--- config.mk ---
export PLATFORM = sky130hd
export DESIGN_NAME = tsr_core
export DESIGN_NICKNAME = d
export VERILOG_FILES = /design/src/tsr_pkg.sv /design/src/tsr_core.sv /design/src/tsr_sync.sv /design/src/tsr_buf.sv
export SDC_FILE = /design/constraint.sdc
export NUM_CORES = 1
export LEC_CHECK = 0
export BUFFER_PORTS_ARGS = -buffer_cell sky130_fd_sc_hd__buf_2
export CORE_MARGIN = 2
export CORE_UTILIZATION = 35
export DETAILED_ROUTE_END_ITERATION = 8
export HOLD_SLACK_MARGIN = 0.06
export PLACE_DENSITY_LB_ADDON = 0.12
export REMOVE_ABC_BUFFERS = 1
export SLEW_MARGIN = 20
export SYNTH_ARGS = -nofsm -noshare
export SYNTH_HDL_FRONTEND = slang
export SYNTH_SLANG_ARGS = --single-unit
--- constraint.sdc ---
create_clock -name clk_sys -period 2.2 [get_ports clk_sys]
set_input_delay 0.55 -clock clk_sys [delete_from_list [all_inputs] [get_ports clk_sys]]
set_output_delay 0.55 -clock clk_sys [all_outputs]
set_load 0.005 [all_outputs]
--- src/tsr_pkg.sv ---
// Shared constants for the serial thermal sensor register block
package tsr_pkg;
  // Clock and conversion timebase
  localparam int CLK_HZ = 40000000;
  localparam int CONV_TIME_MS = 300;
  localparam int CONV_CYCLES = CONV_TIME_MS * (CLK_HZ / 1000);
  localparam int CONV_CNT_W = 24;
  // Serial frame layout
  localparam int WORD_BITS = 16;
  localparam int DRIVE_BITS = 14;
  localparam int PARTIAL_BITS = 8;
  localparam int CNT_W = 5;
  // Reading layout: value in 15:3, flag in 2, 1:0 never driven
  localparam int TEMP_W = 13;
  localparam int TEMP_LSB = 3;
  localparam int FLAG_POS = 2;
  localparam int LSB_MICRO_C = 62500;
  // Mode control: low byte all ones means shutdown
  localparam logic [15:0] MODE_RESET = 16'h0000;
  localparam logic [7:0] SHUTDOWN_PATTERN = 8'hff;
  localparam int MODE_LOW_W = 8;
  // Identification word; the code value is arbitrary
  localparam logic [7:0] MAKER_CODE = 8'ha5;
  localparam logic [7:0] ID_FILL = 8'h00;
  localparam logic [1:0] UNDRIVEN_FILL = 2'h0;
  // Buffer depth
  localparam int BUF_DEPTH = 2;

  typedef enum logic [1:0] {
    TSR_IDLE = 2'b00,
    TSR_READ = 2'b01,
    TSR_WRITE = 2'b10,
    TSR_DONE = 2'b11
  } tsr_state_t;

  // Shutdown decode of a mode control word
  function automatic logic tsr_is_shutdown(input logic [15:0] bits);
    tsr_is_shutdown = (bits[MODE_LOW_W-1:0] == SHUTDOWN_PATTERN);
  endfunction
endpackage

--- src/tsr_core.sv ---
// Serial thermal sensor: frame engine, mode control, result and id words
//
// Functional notes
// - Mode control word is write only, never read.
// - Low byte all ones selects shutdown.
// - Any zero in low byte means continuous.
// - Continuous conversion after reset, no write needed.
// - Serial interface keeps working in shutdown.
// - Reading register is read only.
// - Bits one and zero of reading undriven.
// - Bit two set after first conversion, sticky.
// - Bit two zero until first conversion.
// - Value in bits 15:3, two's complement.
// - Id word read only in shutdown.
// - Maker code in id upper byte.
// - Id bits 7:2 zero, 1:0 undriven.
// - First bit at select, then shift on fall.
// - Release line after fourteen bits.
// - Sixteen pulses out, then sixteen in.
// - One value step is 1/16 degree.
`timescale 1ns/1ps
`default_nettype none
module tsr_core import tsr_pkg::*; #(
  parameter int CONV_CYCLES_P = CONV_CYCLES
) (
  input wire logic clk_sys, // System clock, 40 MHz
  input wire logic srst, // Synchronous reset, high
  input wire logic cs_n, // Chip select pin, low active
  input wire logic sck, // Serial clock pin
  input wire logic sio_in, // Data line level
  output logic sio_out, // Data line drive value
  output logic sio_oe_n, // Low while driving
  input wire logic [TEMP_W-1:0] temp_code, // Front end value
  output logic shutdown_active, // Shutdown mode
  output logic first_conv_done // First conversion done
);
  tsr_state_t state;
  logic [2:0] pins_sync;
  logic cs_n_s;
  logic sck_s;
  logic sio_s;
  logic sck_q;
  logic cs_n_q;
  logic cs_act;
  logic cs_fall;
  logic sck_rise;
  logic sck_fall;
  logic [CNT_W-1:0] pulse_cnt;
  logic [CNT_W-1:0] tx_idx;
  logic [CNT_W-1:0] rx_cnt;
  logic [WORD_BITS-1:0] tx_shift;
  logic [WORD_BITS-1:0] rx_shift;
  logic [WORD_BITS-1:0] next_rx;
  logic [WORD_BITS-1:0] read_word;
  logic [WORD_BITS-1:0] mode_control_bits;
  logic [TEMP_W-1:0] reading;
  logic [CONV_CNT_W-1:0] conv_cnt;
  logic conv_end;
  logic conv_push;
  logic buf_in_ready;
  logic buf_out_valid;
  logic [TEMP_W-1:0] buf_out_data;
  logic load_reading;
  logic word_full;
  logic word_partial;

  // Pin synchronisers
  tsr_sync u_sync (
    .clk_sys(clk_sys),
    .srst(srst),
    .pin_in({cs_n, sck, sio_in}),
    .pin_sync(pins_sync)
  );
  assign cs_n_s = pins_sync[2];
  assign sck_s = pins_sync[1];
  assign sio_s = pins_sync[0];

  // Edge history of synchronised pins
  always_ff @(posedge clk_sys) begin
    if (srst) begin
      sck_q <= 1'b0;
      cs_n_q <= 1'b1;
    end else begin
      sck_q <= sck_s;
      cs_n_q <= cs_n_s;
    end
  end

  // Clock edges count only while selected
  assign cs_act = ~cs_n_s;
  assign cs_fall = cs_n_q && !cs_n_s;
  assign sck_rise = cs_act && sck_s && !sck_q;
  assign sck_fall = cs_act && !sck_s && sck_q;

  // Frame sequencing: read half then write half
  always_ff @(posedge clk_sys) begin
    if (srst) begin
      state <= TSR_IDLE;
    end else begin
      unique case (state)
        TSR_IDLE: begin
          if (cs_fall) begin
            state <= TSR_READ;
          end
        end
        TSR_READ: begin
          if (!cs_act) begin
            state <= TSR_IDLE;
          end else if (sck_rise && pulse_cnt == CNT_W'(WORD_BITS - 1)) begin
            state <= TSR_WRITE;
          end
        end
        TSR_WRITE: begin
          if (!cs_act) begin
            state <= TSR_IDLE;
          end else if (word_full) begin
            state <= TSR_DONE;
          end
        end
        TSR_DONE: begin
          if (!cs_act) begin
            state <= TSR_IDLE;
          end
        end
      endcase
    end
  end

  // Read half pulse counter
  always_ff @(posedge clk_sys) begin
    if (srst || state == TSR_IDLE) begin
      pulse_cnt <= '0;
    end else if (state == TSR_READ && sck_rise) begin
      pulse_cnt <= pulse_cnt + 1'b1;
    end
  end

  // Word offered in the read slot
  always_comb begin
    if (shutdown_active) begin
      read_word = {MAKER_CODE, ID_FILL};
    end else begin
      read_word = {reading, first_conv_done, UNDRIVEN_FILL};
    end
  end

  // Output shift register: load at select, shift on falling clock
  always_ff @(posedge clk_sys) begin
    if (srst) begin
      tx_shift <= '0;
      tx_idx <= '0;
    end else if (state == TSR_IDLE && cs_fall) begin
      tx_shift <= read_word;
      tx_idx <= '0;
    end else if (state == TSR_READ && sck_fall && tx_idx < CNT_W'(DRIVE_BITS)) begin
      tx_shift <= {tx_shift[WORD_BITS-2:0], 1'b0};
      tx_idx <= tx_idx + 1'b1;
    end
  end

  // Line driven only for the first fourteen bits of the read half
  assign sio_out = tx_shift[WORD_BITS-1];
  assign sio_oe_n = !(state == TSR_READ && tx_idx < CNT_W'(DRIVE_BITS));

  // Write half capture on rising clock
  assign next_rx = {rx_shift[WORD_BITS-2:0], sio_s};
  assign word_full = state == TSR_WRITE && sck_rise && rx_cnt == CNT_W'(WORD_BITS - 1);
  assign word_partial = state == TSR_WRITE && !cs_act && rx_cnt >= CNT_W'(PARTIAL_BITS);

  always_ff @(posedge clk_sys) begin
    if (srst || state == TSR_IDLE) begin
      rx_shift <= '0;
      rx_cnt <= '0;
    end else if (state == TSR_WRITE && sck_rise) begin
      rx_shift <= next_rx;
      rx_cnt <= rx_cnt + 1'b1;
    end
  end

  // Mode control register, written only at word or frame end
  always_ff @(posedge clk_sys) begin
    if (srst) begin
      mode_control_bits <= MODE_RESET;
    end else if (word_full) begin
      mode_control_bits <= next_rx;
    end else if (word_partial) begin
      mode_control_bits <= rx_shift;
    end
  end

  // Decode: low byte all ones shutdown, anything else continuous
  assign shutdown_active = tsr_is_shutdown(mode_control_bits);

  // Conversion timebase, halted in shutdown and by a full buffer
  assign conv_end = conv_cnt == CONV_CNT_W'(CONV_CYCLES_P - 1);
  assign conv_push = conv_end && !shutdown_active;

  always_ff @(posedge clk_sys) begin
    if (srst) begin
      conv_cnt <= '0;
    end else if (!shutdown_active) begin
      if (!conv_end) begin
        conv_cnt <= conv_cnt + 1'b1;
      end else if (buf_in_ready) begin
        conv_cnt <= '0;
      end
    end
  end

  // Finished conversions wait here while a frame is in progress
  tsr_buf u_buf (
    .clk_sys(clk_sys),
    .srst(srst),
    .in_valid(conv_push),
    .in_ready(buf_in_ready),
    .in_data(temp_code),
    .out_valid(buf_out_valid),
    .out_ready(state == TSR_IDLE),
    .out_data(buf_out_data)
  );

  // Reading updated only between frames; bus writes never reach it
  assign load_reading = buf_out_valid && state == TSR_IDLE;

  always_ff @(posedge clk_sys) begin
    if (srst) begin
      reading <= '0;
    end else if (load_reading) begin
      reading <= buf_out_data;
    end
  end

  // Sticky first conversion flag
  always_ff @(posedge clk_sys) begin
    if (srst) begin
      first_conv_done <= 1'b0;
    end else if (load_reading) begin
      first_conv_done <= 1'b1;
    end
  end

  // Checks
  a_first_bit_now: assert property (@(posedge clk_sys) disable iff (srst)
    (state == TSR_IDLE && cs_fall) |=> (!sio_oe_n && sio_out == $past(read_word[WORD_BITS-1])))
    else $error("first bit not presented at select");

  a_shift_on_fall: assert property (@(posedge clk_sys) disable iff (srst)
    (state == TSR_READ && sck_fall && cs_act && tx_idx < CNT_W'(DRIVE_BITS - 1))
    |=> sio_out == $past(tx_shift[WORD_BITS-2]))
    else $error("bit not shifted on falling clock");

  a_line_release: assert property (@(posedge clk_sys) disable iff (srst)
    (state == TSR_READ && pulse_cnt > CNT_W'(DRIVE_BITS)) |-> sio_oe_n)
    else $error("line driven after fourteen bits");

  a_no_drive_write: assert property (@(posedge clk_sys) disable iff (srst)
    (state == TSR_WRITE || state == TSR_DONE || state == TSR_IDLE) |-> sio_oe_n)
    else $error("line driven outside read half");

  a_id_in_shutdown: assert property (@(posedge clk_sys) disable iff (srst)
    (state == TSR_IDLE && cs_fall && shutdown_active)
    |=> tx_shift[WORD_BITS-1:2] == {MAKER_CODE, ID_FILL[7:2]})
    else $error("id word not loaded in shutdown");

  a_link_in_shutdown: assert property (@(posedge clk_sys) disable iff (srst)
    (state == TSR_IDLE && cs_fall && shutdown_active) |=> state == TSR_READ)
    else $error("frame not started in shutdown");

  a_temp_slot: assert property (@(posedge clk_sys) disable iff (srst)
    (state == TSR_IDLE && cs_fall && !shutdown_active)
    |=> tx_shift[15:2] == {$past(reading), $past(first_conv_done)})
    else $error("reading word wrong in continuous mode");

  a_mode_apply: assert property (@(posedge clk_sys) disable iff (srst)
    word_full |=> (mode_control_bits == $past(next_rx)
    && shutdown_active == ($past(next_rx[MODE_LOW_W-1:0]) == SHUTDOWN_PATTERN)))
    else $error("full mode word not applied");

  a_mode_hold: assert property (@(posedge clk_sys) disable iff (srst)
    (state == TSR_READ || state == TSR_DONE) |=> $stable(mode_control_bits))
    else $error("mode changed outside write capture");

  a_halt_shutdown: assert property (@(posedge clk_sys) disable iff (srst)
    shutdown_active |=> $stable(conv_cnt) || !shutdown_active)
    else $error("conversion ran in shutdown");

  a_flag_sticky: assert property (@(posedge clk_sys) disable iff (srst)
    first_conv_done |=> first_conv_done)
    else $error("first conversion flag dropped");

  a_flag_cause: assert property (@(posedge clk_sys) disable iff (srst)
    $rose(first_conv_done) |-> $past(load_reading))
    else $error("flag set without a conversion");

  a_reading_cause: assert property (@(posedge clk_sys) disable iff (srst)
    !$stable(reading) |-> $past(load_reading))
    else $error("reading changed without conversion");

  c_full_frame: cover property (@(posedge clk_sys) disable iff (srst) word_full);
  c_id_read: cover property (@(posedge clk_sys) disable iff (srst) state == TSR_IDLE && cs_fall && shutdown_active);
  c_partial: cover property (@(posedge clk_sys) disable iff (srst) word_partial);
  c_stall: cover property (@(posedge clk_sys) disable iff (srst) conv_push && !buf_in_ready);
endmodule
`default_nettype wire

--- src/tsr_sync.sv ---
// Two-flop synchroniser for the serial pins
`timescale 1ns/1ps
`default_nettype none
module tsr_sync import tsr_pkg::*; (
  input wire logic clk_sys, // System clock
  input wire logic srst, // Synchronous reset
  input wire logic [2:0] pin_in, // Raw pin levels
  output logic [2:0] pin_sync // Synchronised levels
);
  logic [2:0] stage1;

  // First stage read only by second stage; reset to idle pin levels
  // Select high, clock low, line high, so no false edge follows reset
  always_ff @(posedge clk_sys) begin
    if (srst) begin
      stage1 <= 3'h5;
      pin_sync <= 3'h5;
    end else begin
      stage1 <= pin_in;
      pin_sync <= stage1;
    end
  end
endmodule
`default_nettype wire

--- src/tsr_buf.sv ---
// Two-entry valid/ready buffer for conversion results
`timescale 1ns/1ps
`default_nettype none
module tsr_buf import tsr_pkg::*; (
  input wire logic clk_sys, // System clock
  input wire logic srst, // Synchronous reset
  input wire logic in_valid, // Word offered
  output logic in_ready, // Room for a word
  input wire logic [TEMP_W-1:0] in_data, // Word in
  output logic out_valid, // Word held
  input wire logic out_ready, // Drain accepts
  output logic [TEMP_W-1:0] out_data // Oldest word
);
  logic [TEMP_W-1:0] mem [BUF_DEPTH];
  logic wr_ptr;
  logic rd_ptr;
  logic [1:0] count;
  logic push;
  logic pop;

  // Honest full and empty
  assign in_ready = (count != 2'(BUF_DEPTH));
  assign out_valid = (count != 2'h0);
  assign out_data = mem[rd_ptr];
  assign push = in_valid && in_ready;
  assign pop = out_valid && out_ready;

  // Storage
  always_ff @(posedge clk_sys) begin
    if (push) begin
      mem[wr_ptr] <= in_data;
    end
  end

  // Pointers and fill level
  always_ff @(posedge clk_sys) begin
    if (srst) begin
      wr_ptr <= 1'b0;
      rd_ptr <= 1'b0;
      count <= 2'h0;
    end else begin
      if (push) begin
        wr_ptr <= ~wr_ptr;
      end
      if (pop) begin
        rd_ptr <= ~rd_ptr;
      end
      count <= count + 2'(push) - 2'(pop);
    end
  end
endmodule
`default_nettype wire

Word-level counts from Yosys, hierarchy flattened
Memory sizes are Yosys's and may differ from the RTL's. A register that Yosys moved wholly into a read port is not among the register bits.
Cells that the tools add are included.
{"block": "totals", "ff_bits": 86, "mem_bits_rw": 26, "input_bits": 18, "out_inout_bits": 4, "word_cells": 89, "memories": 1}
{"block": "op_classes", "addsub": 6, "magnitude_cmp": 2, "eq_ne": 13, "muxes": 16, "bitwise": 4, "n_reduce_logical": 31}
{"name": "u_buf.mem", "words": 2, "word_bits": 13, "rd": 1, "rd_clocked_by_memory_dff": 1, "write_ports": 1, "line": "tsr_buf.sv:14", "source": "logic [TEMP_W-1:0] mem [BUF_DEPTH];"}
{"operator": "2-to-1 mux 16 bit", "count": 3}
{"operator": "2-to-1 mux 24 bit", "count": 2}
{"operator": "adder 24 x 1 -> 24 bit, second input constant", "count": 1}
{"operator": "equality test 24 bit, second input constant", "count": 1}
{"operator": "logical AND 1 bit", "count": 18}
{"operator": "2-to-1 mux 8 bit", "count": 2}
{"operator": "adder 5 x 1 -> 5 bit, second input constant", "count": 3}
{"operator": "2-to-1 mux 2 bit", "count": 6}
{"operator": "equality test 5 x 4 -> 1 bit, second input constant", "count": 2}
{"operator": "equality test 8 bit, second input constant", "count": 1}
{"operator": "case mux 2 bit (4 select lines)", "count": 1}
{"operator": "inequality test 3 x 2 -> 1 bit, second input constant", "count": 2}
{"operator": "nonzero test 2 bit", "count": 3}
{"operator": ">= comparator 5 x 4 -> 1 bit, second input constant", "count": 1}
{"operator": "logical NOT 1 bit", "count": 5}
{"operator": "< comparator 5 x 4 -> 1 bit, second input constant", "count": 1}
{"operator": "equality test 2 bit, second input constant", "count": 2}
{"operator": "inequality test 2 x 1 -> 1 bit, second input constant", "count": 2}
{"operator": "inequality test 2 bit, second input constant", "count": 2}
{"operator": "inverter 1 bit", "count": 4}
{"operator": "AND reduction 4 bit", "count": 1}
{"operator": "adder 2 x 1 -> 2 bit", "count": 1}
{"operator": "equality test 2 x 1 -> 1 bit, second input constant", "count": 1}
{"operator": "logical NOT 2 bit", "count": 1}
{"operator": "other kinds (5)", "count": 6}

Longest topological paths before layout
Gate-level depths: netlist of run 1.
{"block": "depth", "depth_word": 8, "ltp_mapped": 8, "mapped_depth_nobuf": 7}

Modules after synthesis
Synthesis of run 1 repeated with hierarchy kept, for this count alone.
{"block": "unflattened", "hier_cells": 528, "area_unflattened_um2": 5235.0}
{"module": "tsr_core", "n_inst": 1, "cells_per_inst": 452, "area_each_um2": 3905.0, "seq_area_each_um2": 1741.7}
{"module": "tsr_buf", "n_inst": 1, "cells_per_inst": 64, "area_each_um2": 1172.4, "seq_area_each_um2": 880.8}
{"module": "tsr_sync", "n_inst": 1, "cells_per_inst": 12, "area_each_um2": 157.7, "seq_area_each_um2": 120.1}

Worst setup path before layout of run 1
Ideal clock, no wire load.
{"block": "synth_path", "kind": "register to register", "startpoint": "register conv_cnt[0]", "endpoint": "memory u_buf.mem[0][0], enable pin", "setup_time_ns": 0.382, "arrival_time_ns": 1.932, "required_time_ns": 1.818, "path_slack_ns": -0.115, "stages_incl_launch_ff": 6, "path_buffers": 0, "synth_period_minus_slack_ns": 2.315, "cell_sequence": "dfxtp_1 > ha_1 > nand4_1 > nor4_1 > nand3_1 > nor2_1"}
{"block": "synth_between", "elab_chain_len": 5}
{"element": "from (decl)", "line": "tsr_core.sv:57", "source": "logic [CONV_CNT_W-1:0] conv_cnt;"}
{"element": "from (signal assigned)", "line": "tsr_core.sv:203", "source": "conv_cnt <= conv_cnt + 1'b1;"}
{"element": "equality test 24 bit", "line": "tsr_core.sv:195", "source": "assign conv_end = conv_cnt == CONV_CNT_W'(CONV_CYCLES_P - 1);"}
{"element": "logical AND 1 bit", "line": "tsr_core.sv:196", "source": "assign conv_push = conv_end && !shutdown_active;"}
{"element": "logical AND 1 bit", "line": "tsr_buf.sv:25", "source": "assign push = in_valid && in_ready;"}
{"element": "2-to-1 mux 1 bit", "line": "tsr_buf.sv:30", "source": "if (push) begin"}
{"element": "2-to-1 mux 1 bit (not written as such)", "line": "tsr_buf.sv:31", "source": "mem[wr_ptr] <= in_data;"}
{"element": "to (decl)", "line": "tsr_buf.sv:14"}
Every way passes these cells.

Worst setup path after layout of run 1
{"block": "layout_path", "startpoint": "register mode_control_bits[7]", "endpoint": "output port shutdown_active"}
{"block": "layout_between", "elab_chain_len": 1}
{"element": "from (decl)", "line": "tsr_core.sv:55", "source": "logic [WORD_BITS-1:0] mode_control_bits;"}
{"element": "from (signal assigned)", "line": "tsr_core.sv:185", "source": "mode_control_bits <= next_rx;"}
{"element": "from (signal assigned)", "line": "tsr_core.sv:187", "source": "mode_control_bits <= rx_shift;"}
{"element": "equality test 8 bit", "line": "tsr_pkg.sv:38", "source": "tsr_is_shutdown = (bits[MODE_LOW_W-1:0] == SHUTDOWN_PATTERN);"}
{"element": "to (decl)", "line": "tsr_core.sv:34", "source": "output logic shutdown_active,"}
Every way passes these cells.

==> reports/summary.txt, run 1 <==
multi-input logic area: 0.00226 mm^2
RR Startpoint: conv_cnt[17]$_SDFFE_PP0P_
postcts setup bufs: 0
via count: 3844
maximum VDD drop: 572 uV
H-tree depth: 4
Die H: 125 um
First-pass DRT Iterations: 4
die area: 0.0156 mm^2
Final period util: 94.2%
yosys warns: 0
sequential share of the synthesized area: 53.1%
FFs w/ async S/R, synth: 0%
total net switching power: 1.53 mW
Worst-Margin Slew: 0.639 ns
Main synth FF type: dfxtp_1
total track usage: 14.9%
Worst EP required: 1.65 ns
first-pass GRT wire length: 18600 um
total grt overflow: 0
vias in the first global route: 3790
fin nets: 577
Hold Crit Endpoint: u_sync.stage1[2]$_SDFF_PP1_
Synth Register Bits: 123
Area Overhead vs Synth: 19.1%
combinational share of power: 9.4%
share of cells above drive strength 1: 17.6%
Final Wtd Congestion: 0.767
post-route DRC violation count: 0
post-cts resize count: 1
final hold vios: 0
P_int: 4.29 mW
fmax: 483 MHz
CTS clk-pin slew, worst paths: 0.06 ns
Worst Hold Depth: 2
CP Class: flop to output port
Num CTS Buffers: 17
final setup vio count: 0
Net Sw Frac: 26.2%
register area: 0.00272 mm^2
hold_buf cts: 0
R2R depth: 6
DP Wirelength: 7320 um
Avg WL per Cell: 14.6 um
clock sinks: 123
Iter 0 DRT Violations: 305
Power Density: 953 mW/mm^2
root buf cell: clkbuf_16
Post-Syn Instances: 517
floorplan row count: 44
Startpoint Class: flop
RR Endpoint: conv_cnt[17]$_SDFFE_PP0P_
max-capacitance violation count: 0
Clock power frac: 46.4%
HP Class: primary input to flop
CTS max path bufs: 2
IO buf count: 21
Rel. slew slack: 57.2%
Sequential Power Share: 44.2%
# fillers: 1407
Initial Util: 35.6%
count of cell types in the netlist: 58
Die W: 125 um
io pins: 22
Cell Area, Synth: 0.00513 mm^2
Static Leak: 2.13 nW
fin. max-slew vios: 0
CTS tree: done
crit end category: output port
antenna violations before repair: 0
n_diodes: 0
crit-path max FO: 9
minimum setup slack after placement: 0.118 ns
hold path startpoint: cs_n
RSZ-0062 raised after global routing: false
run status: complete, no violations
Pwr Total: 5.82 mW
vias per cell: 5.14
Setup Skew: 0.00922 ns
Clk Latency, worst-skew pair: 0.41 ns
final worst slack: 0.128 ns
largest net degree at the start of global routing: 29
Worst EP arrival: 1.52 ns
core area: 0.0144 mm^2
Post-synth EDFFs: 26
wirelength, routed: 10900 um
Antenna Nets Post-Route: 0
crit path time final: 2.07 ns
Worst R2R Setup Slack: 0.22 ns
Mapped Avg Cell Area: 9.92 um^2
-- worst max-delay path: stages, from the launching register on --
cell and delay, ns:
dfxtp_1 0.33, nand4_1 0.13, or2_1 0.29, clkinvlp_4 0.21, buf_2 0.15
-- registers in the layout, indices dropped and copies added (netlist names) --
| name | cells |
|---|---|
| u_buf.mem | 26 |
| conv_cnt | 24 |
| tx_shift | 14 |
| reading | 13 |
| mode_control_bits | 8 |
| rx_shift | 8 |
| pulse_cnt | 5 |
| rx_cnt | 5 |
| tx_idx | 5 |
| u_sync.pin_sync | 3 |
| u_sync.stage1 | 3 |
| state | 2 |
| u_buf.count | 2 |
| cs_n_q | 1 |
| first_conv_done | 1 |
| sck_q | 1 |
| u_buf.rd_ptr | 1 |
| u_buf.wr_ptr | 1 |
-- kinds of logic after synthesis --
logic type | share of synthesized area, %
and+or+nand+nor | 19.9
buffers and inverters | 3.36
DFF | 53.1
adders and majority gates | 1.95
AOI/OAI and AO/OA | 13.3
xor gates and xnor gates | 3.58
muxes | 4.78
-- final cells by class --
cell class | instances | share of cell area [%]
multi-input cells | 355 | 37.0
flip-flops and latches | 123 | 44.6
inverters | 9 | 0.614
repair buffers | 45 | 4.67
clock buffers | 17 | 6.96
clock inverters | 15 | 2.46
well taps | 184 | 3.77
-- worst max-delay path by stage --
stage	from	endpoint	slack, ns	cells past startpoint
floorplan	state[0]$_SDFFE_PP0P_	u_buf.count[1]$_SDFF_PP0_	-0.64	4
global placement	conv_cnt[0]$_SDFFE_PP0P_	u_buf.mem[1][11]$_DFFE_PP_	0.14	6
detailed placement	conv_cnt[0]$_SDFFE_PP0P_	u_buf.mem[1][9]$_DFFE_PP_	0.12	6
CTS	conv_cnt[0]$_SDFFE_PP0P_	u_buf.mem[1][2]$_DFFE_PP_	0.10	6
global route	mode_control_bits[3]$_SDFFE_PP0P_	shutdown_active	0.005	4
finish	mode_control_bits[7]$_SDFFE_PP0P_	shutdown_active	0.13	4
-- cells in the mapped netlist, types with 5 or more instances --
library cell,number,share of area (%)
a22oi_1,6,0.88
or2_2,6,0.73
a221oi_1,5,0.85
ha_1,8,2.0
nor2b_1,6,0.73
mux2i_1,20,3.9
and3_1,5,0.61
clkbuf_1,21,1.5
nand2_1,43,3.1
nor3_1,17,1.7
a21oi_1,28,2.7
xnor2_1,12,2.0
nand3_1,9,0.88
o21ai_0,5,0.49
and4_1,6,1.0
dfxtp_1,97,38
xor2_1,9,1.5
nand4_1,16,2.0
edfxtp_1,26,15
nor2_1,68,5.0
a32oi_1,5,0.85
inv_1,9,0.66
a211oi_1,24,3.5
-- layer usage --
metal	GRT usage (%)	share of wire, %
met2	22.3	44
met4	5.75	1.2
met3	4.71	3.8
met5	0	0
met1	20.0	51
-- cells in the final DEF, fill, tap and decap left out, types with 3 or more instances in the layout --
| cell | count |
|---|---|
| ha_1 | 8 |
| nor3b_1 | 3 |
| buf_4 | 24 |
| xnor2_1 | 12 |
| clkinv_4 | 3 |
| and4_1 | 6 |
| or3_1 | 3 |
| a31oi_1 | 3 |
| nand4_1 | 16 |
| a41oi_1 | 3 |
| and3_1 | 5 |
| a22oi_1 | 6 |
| nor4_1 | 3 |
| clkbuf_16 | 17 |
| o221ai_1 | 4 |
| edfxtp_1 | 26 |
| dfxtp_1 | 97 |
| buf_2 | 21 |
| a21oi_1 | 28 |
| inv_6 | 8 |
| nor2_1 | 68 |
| nand3_1 | 9 |
| nand2b_1 | 4 |
| or2_2 | 6 |
| a221oi_1 | 5 |
| nor2b_1 | 6 |
| nor3_1 | 16 |
| mux2_2 | 4 |
| a211oi_1 | 24 |
| nand2_1 | 43 |
| o21ai_0 | 5 |
| mux2i_1 | 20 |
| xor2_1 | 9 |
| a32oi_1 | 5 |
| inv_1 | 8 |
-- stage by stage --
step / area [um^2] / setup TNS, ns / cells / hold slack, ns / utilization [%]
after floorplan: 4990 / -6.21 / 487 / 0.389 / -
after global placement: 5520 / 0 / 716 / 0.400 / 38.3
after detailed placement: 5520 / 0 / 716 / 0.401 / 38.3
after CTS: 6100 / 0 / 748 / 0.299 / 42.3
after global routing: 6110 / 0 / 748 / 0.300 / 42.4
final: 6110 / 0 / 748 / 0.319 / 42.4
-- power groups by stage --
stage | logic (mW) | registers [mW] | clock network [mW]
final | 0.549 | 2.57 | 2.70
after global routing | 0.631 | 2.59 | 2.88
after CTS | 0.555 | 2.57 | 2.77
after detailed placement | 0.553 | 2.62 | 0
after global placement | 0.548 | 2.62 | 0
after floorplan | 0.382 | 2.60 | 0
Power figures use the tool's default switching activity.
==> run 2, diff against run 1 <==
- ABC_AREA: not set -> 1
- HOLD_SLACK_MARGIN: 0.06 -> not set
==> run 2 against run 1 <==
Global-route usage grew 1.5 points. Non-clock buffer count shrank 4. Wire length up 26%. Critical endpoint is now u_buf.mem[1][4]$_DFFE_PP_. Utilization down 1.0 points. Highest routed layer unchanged. Sequential share of layout area is 4.4 points lower. Largest power group unchanged. Power fell by 5.6%.
==> reports/summary.txt, run 2 <==
Rel. slew slack: 39.5%
Hold Crit Endpoint: u_buf.mem[0][7]$_DFFE_PP_
floorplan row count: 47
Power Density: 810 mW/mm^2
io pins: 22
Worst-Margin Slew: 0.904 ns
fin nets: 857
post-route DRC violation count: 0
First-pass DRT Iterations: 4
HP Class: primary input to flop
die area: 0.0176 mm^2
RSZ-0062 raised after global routing: false
Post-synth EDFFs: 26
fin. max-slew vios: 0
commonest non-fill, non-tap cell in the layout: nand2_1
yosys warns: 0
crit path time final: 1.99 ns
Iter 0 DRT Violations: 385
Synth Register Bits: 123
max-capacitance violation count: 0
Static Leak: 2.76 nW
Synth top area share: 33.5%
clock sinks: 123
RR Endpoint: u_buf.mem[1][4]$_DFFE_PP_
total track usage: 16.4%
minimum setup slack after placement: 0.228 ns
maximum VDD drop: 528 uV
CTS max path bufs: 2
commonest non-fill, non-tap cells in the layout: 198 x nand2_1, 104 x nor2_1, 97 x inv_1, 97 x dfxtp_1, 66 x nand3_1
count of cell types in the netlist: 33
Worst Hold Depth: 1
share of cells above drive strength 1: 11.4%
antenna violations before repair: 0
Synth top cells by count: 198 x nand2_1, 104 x nor2_1, 97 x dfxtp_1, 97 x inv_1, 66 x nand3_1
DP Wirelength: 9800 um
area leader, netlist: dfxtp_1
Pwr Total: 5.50 mW
synth top area cells: dfxtp_1 34%, edfxtp_1 13%, nand2_1 13%, nor2_1 6.7%, inv_1 6.3%
Avg WL per Cell: 12.9 um
largest reg by FF count: u_buf.mem
CTS tree: done
IO buf count: 21
Antenna Nets Post-Route: 0
Setup Skew: 0.0124 ns
hold_buf cts: 0
final worst slack: 0.213 ns
Worst EP required: 2.31 ns
count leader, synth: nand2_1
setup TNS: 0 ns
Startpoint Class: flop
R2R depth: 10
Worst EP arrival: 2.09 ns
crit end category: flop
final hold vios: 0
Clk Latency, worst-skew pair: 0.42 ns
RR Startpoint: conv_cnt[0]$_SDFFE_PP0P_
Final period util: 90.3%
run status: complete, no violations
max reg flops: 26
CTS clk-pin slew, worst paths: 0.06 ns
Post-Syn Instances: 798
Cell Area, Synth: 0.00579 mm^2
Mapped Avg Cell Area: 7.26 um^2
postcts setup bufs: 0
hold path startpoint: temp_code[7]
wirelength, routed: 13800 um
FFs w/ async S/R, synth: 0%
H-tree depth: 4
biggest regs: u_buf.mem x26, conv_cnt x24, tx_shift x14
Num CTS Buffers: 17
crit-path max FO: 13
largest net degree at the start of global routing: 30
total grt overflow: 0
Initial Util: 35.3%
vias in the first global route: 4717
fmax: 503 MHz
Final Wtd Congestion: 0.910
Area Overhead vs Synth: 17.2%
root buf cell: clkbuf_16
post-cts resize count: 0
Main synth FF type: dfxtp_1
CP Class: flop to flop
n_diodes: 0
via count: 5068
vias per cell: 4.76
Worst R2R Setup Slack: 0.21 ns
Die W: 133 um
sequential share of the synthesized area: 47.0%
core area: 0.0164 mm^2
Die H: 133 um
first-pass GRT wire length: 23000 um
final setup vio count: 0
==> run 2: changes by cell type after synthesis, sizes merged, moves of 8 or more <==
cell / previous run / this run
a211oi: 24 / 0
a21oi: 29 / 46
a31oi: 4 / 21
inv: 9 / 99
mux2i: 20 / 0
nand2: 43 / 202
nand3: 9 / 68
nand4: 16 / 8
nor2: 69 / 110
nor3: 17 / 8
o21ai: 5 / 53
xnor2: 12 / 3
==> run 2: final cells by class <==
class | instances | area, um^2
Tap cell | 220 | 275
Multi-Input combinational cell | 548 | 2580
Clock buffer | 18 | 429
Clock inverter | 14 | 145
Fill cell | 1676 | 9620
Timing Repair Buffer | 41 | 255
Inverter | 100 | 377
Sequential cell | 123 | 2720
==> run 2: logic make-up after synthesis <==
logic type                 count (synthesis)  share of synthesized area (%)
and+or+nand+nor                          406                           29.9
DFF                                      123                           47.0
AOI/OAI and AO/OA                        127                           11.7
xor gates and xnor gates                   7                           1.06
adders and majority gates                  8                           1.73
buffers and inverters                    127                           8.55
==> run 2: worst max-delay path by stage <==
| stage | startpoint | endpoint | slack [ns] | depth (start not counted) |
|---|---|---|---|---|
| final | conv_cnt[0]$_SDFFE_PP0P_ | u_buf.mem[1][4]$_DFFE_PP_ | 0.21 | 10 |
| after global routing | state[0]$_SDFFE_PP0P_ | rx_cnt[0]$_SDFFE_PP0N_ | 0.04 | 6 |
| after CTS | conv_cnt[0]$_SDFFE_PP0P_ | u_buf.mem[1][4]$_DFFE_PP_ | 0.22 | 10 |
| after detailed placement | conv_cnt[0]$_SDFFE_PP0P_ | u_buf.mem[1][2]$_DFFE_PP_ | 0.23 | 10 |
| after global placement | conv_cnt[0]$_SDFFE_PP0P_ | u_buf.mem[1][1]$_DFFE_PP_ | 0.28 | 10 |
| after floorplan | conv_cnt[0]$_SDFFE_PP0P_ | u_buf.mem[0][0]$_DFFE_PP_ | -0.18 | 7 |
==> run 2: critical path, cell delays in order (launching register included) <==
cell,delay [ns]
dfxtp_1,0.39
ha_1,0.21
nand2_2,0.08
nor2_4,0.16
nand2_4,0.09
clkinv_2,0.09
nand3_4,0.13
nor2_1,0.15
nand2_1,0.09
inv_1,0.06
buf_4,0.22
==> run 2: per-stage QoR <==
step | hold slack (ns) | std cells | instance area (um^2) | util (%)
final | 0.320 | 1064 | 6790 | 41.4
after global routing | 0.303 | 1064 | 6790 | 41.4
after CTS | 0.298 | 1064 | 6790 | 41.4
after detailed placement | 0.395 | 1032 | 6210 | 37.9
after global placement | 0.394 | 1032 | 6210 | 37.9
after floorplan | 0.388 | 771 | 5670 | -
==> run 2: metal layers <==
layer / share of wire (%) / track usage [%] / vias up
met5: 0 / 0 / -
met4: 2.0 / 6.33 / 0
met3: 2.9 / 4.06 / 19
met2: 48 / 26.7 / 88
met1: 48 / 20.9 / 2308
li1: - / - / 2653
==> run 2: power breakdown <==
group / switching (mW) / internal [mW] / leakage (nW)
registers: 0.0336 / 2.35 / 1.02
clock network: 1.04 / 1.67 / 0.274
logic: 0.268 / 0.135 / 1.47
==> run 3, diff against run 2 <==
- RECOVER_POWER: not set -> 100
==> run 3 against run 2 <==
Final cell count unchanged. Clock-buffer cell count unchanged. Register-to-register slack about the same. Sequential share of layout area up 0.18 points. Die area unchanged. Sequential power about the same. Global-route usage unchanged. Clock power about the same. Largest cell class unchanged. Largest power group unchanged. Highest routed layer unchanged.
==> reports/summary.txt, run 3 (synthesized netlist as in run 2, its figures left out) <==
IO buf count: 21
HP Class: primary input to flop
commonest non-fill, non-tap cells in the layout: 199 x nand2_1, 104 x nor2_1, 97 x inv_1, 97 x dfxtp_1, 66 x nand3_1
io pins: 22
First-pass DRT Iterations: 6
Final Wtd Congestion: 0.910
first-pass GRT wire length: 23000 um
DP Cell Count: 1032
CP Class: flop to flop
antenna violations before repair: 0
CTS tree: done
root buf cell: clkbuf_16
Rel. slew slack: 35.0%
hold_buf cts: 0
Avg WL per Cell: 12.9 um
Initial Util: 35.3%
vias per cell: 4.77
Final period util: 90.6%
die area: 0.0176 mm^2
Iter 0 DRT Violations: 391
# fillers: 1680
wirelength, routed: 13700 um
floorplan row count: 47
fin. max-slew vios: 0
Die W: 133 um
total grt overflow: 0
share of cells above drive strength 1: 9.83%
multi-input logic area: 0.00258 mm^2
Worst EP required: 2.31 ns
Pwr Total: 5.49 mW
Startpoint Class: flop
fin nets: 857
Area Overhead vs Synth: 16.7%
postcts setup bufs: 0
Setup Skew: 0.0117 ns
H-tree depth: 4
maximum VDD drop: 526 uV
Worst EP arrival: 2.10 ns
crit-path max FO: 13
total track usage: 16.4%
commonest non-fill, non-tap cell in the layout: nand2_1
Clk Latency, worst-skew pair: 0.42 ns
clock sinks: 123
RSZ-0062 raised after global routing: false
setup TNS: 0 ns
CTS clk-pin slew, worst paths: 0.06 ns
Worst-Margin Slew: 0.974 ns
largest net degree at the start of global routing: 30
post-route DRC violation count: 0
vias in the first global route: 4717
final setup vio count: 0
via count: 5076
Layout Cells excl Fill: 1064
Num CTS Buffers: 17
crit path time final: 1.99 ns
DP Wirelength: 9800 um
core area: 0.0164 mm^2
fmax: 502 MHz
biggest regs: u_buf.mem x26, conv_cnt x24, tx_shift x14
run status: complete, no violations
n_diodes: 0
register area: 0.00272 mm^2
Die H: 133 um
Power Density: 812 mW/mm^2
largest reg by FF count: u_buf.mem
crit end category: flop
post-cts resize count: 0
max-capacitance violation count: 0
CTS max path bufs: 2
max reg flops: 26
final hold vios: 0
hold_ws: 0.319 ns
Static Leak: 2.72 nW
Antenna Nets Post-Route: 0
run 3: per-stage QoR:
stage / utilization (%) / setup WS, ns / area (um^2)
5_1_grt: 41.2 / 0.0285 / 6760
4_1_cts: 41.4 / 0.217 / 6790
3_5_place_dp: 37.9 / 0.228 / 6210
3_3_place_gp: 37.9 / 0.276 / 6210
2_1_floorplan: - / -0.177 / 5670
6_report: 41.2 / 0.207 / 6760
run 3: power breakdown:
group          total, mW  switching, mW  internal [mW]  leakage [nW]
clock               2.70           1.04           1.66         0.274
sequential          2.39         0.0338           2.35          1.02
combinational      0.399          0.268          0.132          1.43
run 3: cell type report:
class                   instances  share of cell area [%]
clock inverters                14                    2.15
flip-flops and latches        123                    40.3
repair buffers                 41                    3.37
multi-input cells             548                    38.2
clock buffers                  18                    6.35
well taps                     220                    4.07
inverters                     100                    5.57
run 3: worst paths after layout:
path | startpoint | to | slack (ns) | depth (start not counted)
setup / recovery | conv_cnt[0]$_SDFFE_PP0P_ | u_buf.mem[1][4]$_DFFE_PP_ | 0.21 | 10
setup reg to reg | conv_cnt[0]$_SDFFE_PP0P_ | u_buf.mem[1][4]$_DFFE_PP_ | 0.21 | 10
hold / removal | temp_code[7] | u_buf.mem[1][7]$_DFFE_PP_ | 0.32 | 1
hold reg to reg | u_sync.stage1[1]$_SDFF_PP0_ | u_sync.pin_sync[1]$_SDFF_PP0_ | 0.41 | 2
run 3: routing by layer:
layer	wire length [um]	vias to the layer above	GRT usage [%]	part of all wire, %
li1	-	2652	-	-
met1	6470	2303	20.9	47
met2	6550	102	26.7	48
met3	434	19	4.06	3.2
met4	279	0	6.33	2.0
met5	0	-	0	0
run 3: critical path, cell delays in order, from the launching register on:
cell      delay [ns]
dfxtp_1         0.39
ha_1            0.20
nand2_1         0.10
nor2_4          0.16
nand2_4         0.09
clkinv_2        0.09
nand3_4         0.13
nor2_1          0.15
nand2_1         0.09
inv_1           0.06
buf_4           0.22
